--- config.mk ---
export PLATFORM = sky130hd
export DESIGN_NAME = pcs_status
export DESIGN_NICKNAME = d
export VERILOG_FILES = /design/src/hdl/pcs_pkg.sv /design/src/hdl/pcs_status.sv /design/src/hdl/pcs_flag.sv
export VERILOG_INCLUDE_DIRS = /design/src /design/src/hdl
export SDC_FILE = /design/constraint.sdc
export NUM_CORES = 1
export LEC_CHECK = 0
export BUFFER_PORTS_ARGS = -buffer_cell sky130_fd_sc_hd__buf_2
export CAP_MARGIN = 30
export CORE_MARGIN = 2
export CORE_UTILIZATION = 35
export DETAILED_ROUTE_END_ITERATION = 12
export GPL_TIMING_DRIVEN = 0
export PLACE_DENSITY_LB_ADDON = 0.15
export SLEW_MARGIN = 20
export SYNTH_ARGS = -nofsm -noshare
export SYNTH_HDL_FRONTEND = slang
export SYNTH_SLANG_ARGS = --single-unit
--- constraint.sdc ---
create_clock -name clk_i -period 1 [get_ports clk_i]
set_input_delay 0.15 -clock clk_i [delete_from_list [all_inputs] [get_ports clk_i]]
set_output_delay 0.15 -clock clk_i [all_outputs]
set_load 0.01 [all_outputs]
--- src/hdl/pcs_cfg.svh ---
// offsets, field positions and reset values of the bus event status block
`ifndef PCS_CFG_SVH
`define PCS_CFG_SVH

// ----------------------------------------------------------------------
// configuration space byte offsets
// ----------------------------------------------------------------------
`define PCS_STATUS_OFS      8'h06
`define PCS_REVID_OFS       8'h08

// ----------------------------------------------------------------------
// status word field positions
// ----------------------------------------------------------------------
`define PCS_PARITY_BIT      15
`define PCS_SYSERR_BIT      14
`define PCS_MABORT_BIT      13
`define PCS_TABORT_IN_BIT   12
`define PCS_TABORT_OUT_BIT  11
`define PCS_TIMING_HI       10
`define PCS_TIMING_LO       9
`define PCS_MPARITY_BIT     8
`define PCS_FBB_BIT         7
`define PCS_HS_BIT          5
`define PCS_CAP_BIT         4

// ----------------------------------------------------------------------
// fixed and reset values
// ----------------------------------------------------------------------
`define PCS_FLAG_RST        1'b0
`define PCS_FBB_VAL         1'b0
`define PCS_HS_VAL          1'b0
`define PCS_CAP_VAL         1'b1
`define PCS_RSVD_VAL        1'b0
`define PCS_RDATA_RST       32'h0000_0000
`define PCS_REVID_DEF       8'h5A

`endif

--- src/hdl/pcs_pkg.sv ---
// types shared by the bus event status block
package pcs_pkg;

  // ----------------------------------------------------------------------
  // target select timing encoding
  // ----------------------------------------------------------------------
  typedef enum logic [1:0] {
    PCS_TIMING_FAST   = 2'h0,
    PCS_TIMING_MEDIUM = 2'h1,
    PCS_TIMING_SLOW   = 2'h2,
    PCS_TIMING_RSVD   = 2'h3
  } pcs_timing_e;

  // ----------------------------------------------------------------------
  // event flag indices into the flag vector
  // ----------------------------------------------------------------------
  typedef enum logic [2:0] {
    PCS_EV_PARITY,
    PCS_EV_SYSERR,
    PCS_EV_MABORT,
    PCS_EV_TABORT_IN,
    PCS_EV_TABORT_OUT,
    PCS_EV_MPARITY
  } pcs_event_e;

  typedef logic [5:0] pcs_flags_t;

endpackage : pcs_pkg

--- src/hdl/pcs_status.sv ---
// bus event status word and revision identifier of the host controller
// Operation
// - any detected parity error sets the detected parity error flag (15).
// - each time the block drives the system error pin, flag 14 is set.
// - a target abort received on an own master transaction sets flag 12.
// - ending a transaction as target with target abort sets flag 11.
// - target select timing codes are 00 fast, 01 medium, 10 slow, 11 reserved.
// - bits 10 to 9 report the slowest decode timing, fixed at medium.
// - flag 8 sets only for a parity error pin event as master with enable.
// - bit 7 reads zero, no fast back-to-back to different agents.
// - bit 5 reads zero, the bus runs at 33 MHz only.
// - bit 4 reads one, a capability pointer sits at offset 34H.
// - offset 08H holds a fixed read-only one-byte revision identifier.
// - the status word sits at offset 06H, read only, writes ignored.
// - with parity response off, parity errors are flagged, pin not driven.
// - address parity errors drive the system error pin only if both on.
`timescale 1ns/1ps
`default_nettype none
`include "pcs_cfg.svh"

module pcs_status
  import pcs_pkg::*;
#(
  parameter logic [7:0] REV_ID = `PCS_REVID_DEF  // arbitrary value
)
(
  input  wire logic        clk_i,           // bus clock, 33 MHz
  input  wire logic        rst_i,           // async reset, active high
  // configuration access
  input  wire logic        cfg_rd_i,        // config read strobe
  input  wire logic        cfg_wr_i,        // config write strobe
  input  wire logic [7:2]  cfg_addr_i,      // dword address
  input  wire logic [3:0]  cfg_be_n_i,      // byte enables, active low
  input  wire logic [31:0] cfg_wdata_i,     // write data, unused
  output logic      [31:0] cfg_rdata_o,     // read data
  output logic             cfg_rvalid_o,    // read data valid pulse
  // command word enables
  input  wire logic        parity_response_enable_i, // parity response
  input  wire logic        system_error_enable_i,    // system error drv
  // event inputs from the bus engine
  input  wire logic        addr_parity_err_i,  // address parity error
  input  wire logic        data_parity_err_i,  // data parity error
  input  wire logic        sys_err_req_i,      // other system error
  input  wire logic        master_active_i,    // acting as bus master
  input  wire logic        master_abort_i,     // own cycle master abort
  input  wire logic        special_cycle_i,    // cycle is special cycle
  input  wire logic        target_abort_rcv_i, // target abort received
  input  wire logic        target_abort_sig_i, // target abort signalled
  input  wire logic        decode_timing_i,    // unused spare, tie low
  // parity error pin
  input  wire logic        perr_n_i,        // pin level, active low
  output logic             perr_n_o,        // pin drive value
  output logic             perr_oe_o,       // pin output enable
  // system error pin, open drain
  output logic             serr_n_o,        // pin drive value
  output logic             serr_oe_o        // pin output enable
);

  // ----------------------------------------------------------------------
  // state
  // ----------------------------------------------------------------------
  typedef struct packed {
    logic [31:0] rdata;
    logic        rvalid;
    logic        perr_drive;
    logic        perr_n;
    logic        serr_drive;
    logic        serr_n;
    logic        perr_meta;
    logic        perr_sync;
  } pcs_state_s;

  pcs_state_s  st;
  pcs_state_s  next_st;
  pcs_flags_t  set_ev;
  pcs_flags_t  flags;
  logic [15:0] status_word;
  logic [31:0] rd_word;
  logic        perr_seen;
  logic        perr_own;
  logic        par_cause;
  logic        own_mabort;
  logic        own_tabort;
  logic        tgt_abort;
  logic        mpar_cause;
  logic        perr_cause;
  logic        serr_addr_cause;
  logic        serr_other_cause;

  // ----------------------------------------------------------------------
  // event qualification
  // ----------------------------------------------------------------------
  // the pin input is read only after the second stage
  assign perr_seen = ~st.perr_sync;
  // own drive counts at once, not only through the slower pin echo
  assign perr_own  = st.perr_drive;

  // any parity error is recorded, whatever the response enable says
  assign par_cause = addr_parity_err_i | data_parity_err_i;
  // a special cycle has no target, so its abort is normal, not an error
  assign own_mabort = master_active_i & master_abort_i
                      & ~special_cycle_i;
  assign own_tabort = master_active_i & target_abort_rcv_i;
  assign tgt_abort  = ~master_active_i & target_abort_sig_i;
  assign mpar_cause = (perr_own | perr_seen) & master_active_i
                      & parity_response_enable_i;
  assign perr_cause = data_parity_err_i
                      & parity_response_enable_i;
  assign serr_addr_cause  = addr_parity_err_i & system_error_enable_i
                            & parity_response_enable_i;
  assign serr_other_cause = sys_err_req_i & system_error_enable_i;

  always_comb begin
    set_ev                    = '0;
    set_ev[PCS_EV_PARITY]     = par_cause;
    set_ev[PCS_EV_SYSERR]     = st.serr_drive;
    set_ev[PCS_EV_MABORT]     = own_mabort;
    set_ev[PCS_EV_TABORT_IN]  = own_tabort;
    set_ev[PCS_EV_TABORT_OUT] = tgt_abort;
    set_ev[PCS_EV_MPARITY]    = mpar_cause;
  end

  // ----------------------------------------------------------------------
  // sticky flags
  // ----------------------------------------------------------------------
  // no clear path exists; only reset empties them
  genvar gi;
  generate
    for (gi = 0; gi < 6; gi++) begin : g_flag
      pcs_flag u_flag (
        .clk_i  (clk_i),
        .rst_i  (rst_i),
        .set_i  (set_ev[gi]),
        .flag_o (flags[gi])
      );
    end
  endgenerate

  // ----------------------------------------------------------------------
  // status word assembly
  // ----------------------------------------------------------------------
  always_comb begin
    status_word                  = '0;
    status_word[`PCS_PARITY_BIT]     = flags[PCS_EV_PARITY];
    status_word[`PCS_SYSERR_BIT]     = flags[PCS_EV_SYSERR];
    status_word[`PCS_MABORT_BIT]     = flags[PCS_EV_MABORT];
    status_word[`PCS_TABORT_IN_BIT]  = flags[PCS_EV_TABORT_IN];
    status_word[`PCS_TABORT_OUT_BIT] = flags[PCS_EV_TABORT_OUT];
    // fixed medium decode, config cycles excluded from this figure
    status_word[`PCS_TIMING_HI:`PCS_TIMING_LO] = PCS_TIMING_MEDIUM;
    status_word[`PCS_MPARITY_BIT]    = flags[PCS_EV_MPARITY];
    status_word[`PCS_FBB_BIT]    = `PCS_FBB_VAL;
    status_word[6]               = `PCS_RSVD_VAL;
    status_word[`PCS_HS_BIT]     = `PCS_HS_VAL;
    status_word[`PCS_CAP_BIT]    = `PCS_CAP_VAL;
  end

  // ----------------------------------------------------------------------
  // read decode
  // ----------------------------------------------------------------------
  always_comb begin
    rd_word = `PCS_RDATA_RST;
    unique case ({cfg_addr_i, 2'b00})
      {`PCS_STATUS_OFS & 8'hFC}: begin
        rd_word[31:16] = status_word;
      end
      `PCS_REVID_OFS: begin
        rd_word[7:0] = REV_ID;
      end
      default: begin
        rd_word = `PCS_RDATA_RST;
      end
    endcase
  end

  // ----------------------------------------------------------------------
  // next state
  // ----------------------------------------------------------------------
  always_comb begin
    next_st            = st;
    next_st.perr_meta  = perr_n_i;
    next_st.perr_sync  = st.perr_meta;
    next_st.perr_drive = perr_cause;
    next_st.perr_n     = ~perr_cause;
    next_st.serr_drive = serr_addr_cause | serr_other_cause;
    next_st.serr_n     = ~(serr_addr_cause | serr_other_cause);
    next_st.rvalid     = cfg_rd_i;
    // writes are ignored: the word has no writable or clearable bit
    next_st.rdata      = cfg_rd_i ? rd_word : `PCS_RDATA_RST;
  end

  // ----------------------------------------------------------------------
  // registers
  // ----------------------------------------------------------------------
  always_ff @(posedge clk_i or posedge rst_i) begin
    if (rst_i) begin
      st.rdata      <= `PCS_RDATA_RST;
      st.rvalid     <= 1'b0;
      st.perr_drive <= 1'b0;
      st.perr_n     <= 1'b1;
      st.serr_drive <= 1'b0;
      st.serr_n     <= 1'b1;
      // sync stages start at the idle high level: no false error at release
      st.perr_meta  <= 1'b1;
      st.perr_sync  <= 1'b1;
    end else begin
      st <= next_st;
    end
  end

  // ----------------------------------------------------------------------
  // outputs
  // ----------------------------------------------------------------------
  assign cfg_rdata_o  = st.rdata;
  assign cfg_rvalid_o = st.rvalid;
  assign perr_n_o     = st.perr_n;
  assign perr_oe_o    = st.perr_drive;
  assign serr_n_o     = st.serr_n;
  assign serr_oe_o    = st.serr_drive;

endmodule : pcs_status
`default_nettype wire

--- src/hdl/pcs_flag.sv ---
// one sticky event flag, cleared only by reset
`timescale 1ns/1ps
`default_nettype none
`include "pcs_cfg.svh"

module pcs_flag
  import pcs_pkg::*;
(
  input  wire logic clk_i,   // bus clock
  input  wire logic rst_i,   // async reset, active high
  input  wire logic set_i,   // event pulse
  output logic      flag_o   // sticky flag
);

  typedef struct packed {
    logic flag;
  } pcs_flag_s;

  pcs_flag_s st;
  pcs_flag_s next_st;

  always_comb begin
    next_st      = st;
    next_st.flag = st.flag | set_i;
  end

  always_ff @(posedge clk_i or posedge rst_i) begin
    if (rst_i) begin
      st.flag <= `PCS_FLAG_RST;
    end else begin
      st <= next_st;
    end
  end

  assign flag_o = st.flag;

endmodule : pcs_flag
`default_nettype wire

==> summary.txt <==
endpoint class of the critical path -> primary output
Seq/Total Area, Yosys -> 0.5506
worst skew pair latency -> 290 ps
vias per cell -> 3.701
CTS Buf Count -> 3
synthesized cell area -> 963.4 um2
yosys warns -> 0
largest cells by area after synthesis -> dfrtp_1, buf_4, dfstp_2
clk sinks -> 21
Setup crit start kind -> flip-flop
Die Y -> 56.47 um
Max Fclk -> 905.5 MHz
FP Rows -> 19
largest net degree at the start of global routing -> 22
Synth Area per Inst -> 12.04 um2
Post-Place Setup Slack -> 35.62 ps
Reg clk slew, reported paths -> 110 ps
Pwr per Cell Area -> 1083 nW/um2
Yosys cell types -> 19
Finished Core Util -> 0.5086
asr flop ratio synth -> 1.000
first-pass GRT wire length -> 2.456 mm
Crit Path Max Fanout -> 4
Layout area overhead -> 41.82%
Clock Tree Buf Depth -> 2
Core ar. -> 2686 um2
DRC Markers -> 0
ANT cells -> 0
vias -> 618
Area after DPL -> 1254 um2
CTS tree -> built
total of max-cap violations -> 0
Final Power -> 1.480 mW
FF+latch count, synth -> 21
Yosys top cell by area -> dfrtp_1
status -> complete, but fails checks
reg2reg end -> g_flag[5].u_flag.flag_o
H-tree depth -> 1
Leak -> 0.7451 nW
Initial Util -> 0.3586
setup ws final -> -104.3 ps
root buffer cell -> clkbuf_4
worst setup path category -> reg -> out
max-slew violations -> 0
Worst-Margin Slew -> 716.6 ps
synth cell count leaders -> buf_4, dfrtp_1, and4_1, dfstp_2
CP arrival -> 950 ps
1st-iter DRT viols -> 2
Slew HR -> 0.5217
Post-DRT Antenna Nets -> 0
EDFF count, synth -> 0
worst vdd rail ir drop -> 791.6 uV
layout cell share with drive strength beyond 1 -> 0.5368
Cell Chain, Critical Path -> buf_4 > buf_6
Final setup viols -> 8
Die W -> 56.47 um
Tmin final -> 1104 ps
Global Route Usage Sum -> 0.09728
final instance area -> 1366 um2
most frequent cell after synthesis -> buf_4
WL per Instance -> 8.335 um
Post-Syn Instances -> 80
Overflow after GRT -> 0
Post-Route WL -> 1.392 mm
Synth top area share -> 0.4416
Tcrit/Tclk final -> 1.104
Total Die Area -> 3188 um2
vias in the first global route -> 586
hold crit path type -> in -> async
initial antenna violation count -> 0
Hold Vio Cnt, Final -> 17
number of buffers added on ports -> 36
final hold slack -> -42.00 ps
gpl congestion -> 0.7053
crit path max-delay cell type -> dfrtp_1
# Post-CTS Setup Buffers -> 0
r2r worst-path depth -> 2
Setup Skew -> 4.626 ps
Critical Path Max Stage Delay -> 420 ps
critical path data required time -> 850 ps
worst r2r src -> st[0]
RSZ-0062 raised after global routing -> yes
filler cell count in the final layout -> 275
ys flop type -> dfrtp_1
# IOs -> 95
drt first pass iters -> 2
reg-to-reg setup timing slack -> 100 ps
Nets -> 195
failing checks -> negative hold slack, negative setup slack
-- metal layers --
metal | track usage | up-vias | part of all wire
met5 | 0 | - | 0
met4 | 0.04082 | 0 | 0
met3 | 0.02995 | 0 | 0.089
met2 | 0.1661 | 28 | 0.52
met1 | 0.1119 | 266 | 0.39
li1 | - | 324 | -
-- where the power goes --
group	internal, mW	switching (mW)	total [mW]
Combinational	0.118	0.104	0.222
Sequential	0.873	0.00732	0.880
Clock	0.155	0.223	0.378
-- worst max-delay path: cells and delay by family (launching register included) --
| kind | cells | cell delay (ps) |
|---|---|---|
| buffers and inverters | 2 | 250 |
| DFF | 1 | 420 |
-- state kept, by name, summed over array words and instances (netlist names) --
signal,flops
st,1
next_st,1
serr_n_o,1
perr_oe_o,1
perr_n_o,1
g_flag.u_flag.flag_o,6
cfg_rdata_o,8
serr_oe_o,1
cfg_rvalid_o,1
-- cell families (layout without fill, tap and decap cells) --
kind of cell | after synthesis | after routing | synth area share
AO/OA/AOI/OAI | 5 | 5 | 0.04026
other | 1 | 20 | 0.003892
flip-flops | 21 | 21 | 0.5507
buffers and inverters | 35 | 72 | 0.2610
AND/OR/NAND/NOR | 18 | 18 | 0.1442
-- placed cells by master (no fill, tap or decap), drive strengths merged, types with 2 or more instances in the layout --
cell / count
buf: 62
conb: 20
dfstp: 4
and4: 6
inv: 3
clkbuf: 4
dlygate4sd3: 3
nor4b: 2
dfrtp: 17
a21o: 3
and3: 2
nand2: 3
-- repair_timing --
| action | in CTS | in global routing |
|---|---|---|
| resized for setup | 16 | 1 |
| pin swaps | 0 | 0 |
| endpoints found under the hold margin | 20 | 0 |
| hold buffers | 3 | 0 |
| endpoints found under the setup margin | 14 | 12 |
-- cell type report --
cell class	instances	area, um2	area share
inverters	3	11.26	0.008242
flip-flops and latches	21	530.5	0.3883
repair buffers	39	304.0	0.2225
clock buffers	4	26.28	0.01923
well taps	31	38.79	0.02839
multi-input cells	43	252.7	0.1850
plain buffers	26	202.7	0.1484
-- worst max path at each step --
stage,slack (ps),from,to,depth (start not counted)
6_report,-100,cfg_rdata_o[6],cfg_rdata_o[1],2
5_1_grt,-160,cfg_rdata_o[6],cfg_rdata_o[1],2
4_1_cts,-130,cfg_rdata_o[6],cfg_rdata_o[6],2
3_5_place_dp,40,cfg_addr_i[3],cfg_rdata_o[29],3
3_3_place_gp,50,cfg_addr_i[3],cfg_rdata_o[29],3
2_1_floorplan,120,st[0],g_flag[5].u_flag.flag_o,2
-- metrics by stage --
| step | instances | TNS, ps | hold WS (ps) |
|---|---|---|---|
| 2_1_floorplan | 99 | 0 | 123.6 |
| 3_3_place_gp | 166 | 0 | 255.0 |
| 3_5_place_dp | 166 | 0 | 261.3 |
| 4_1_cts | 167 | -870.4 | -15.08 |
| 5_1_grt | 167 | -1137 | 18.59 |
| 6_report | 167 | -722.7 | -42.00 |
Power figures use the tool's default switching activity.
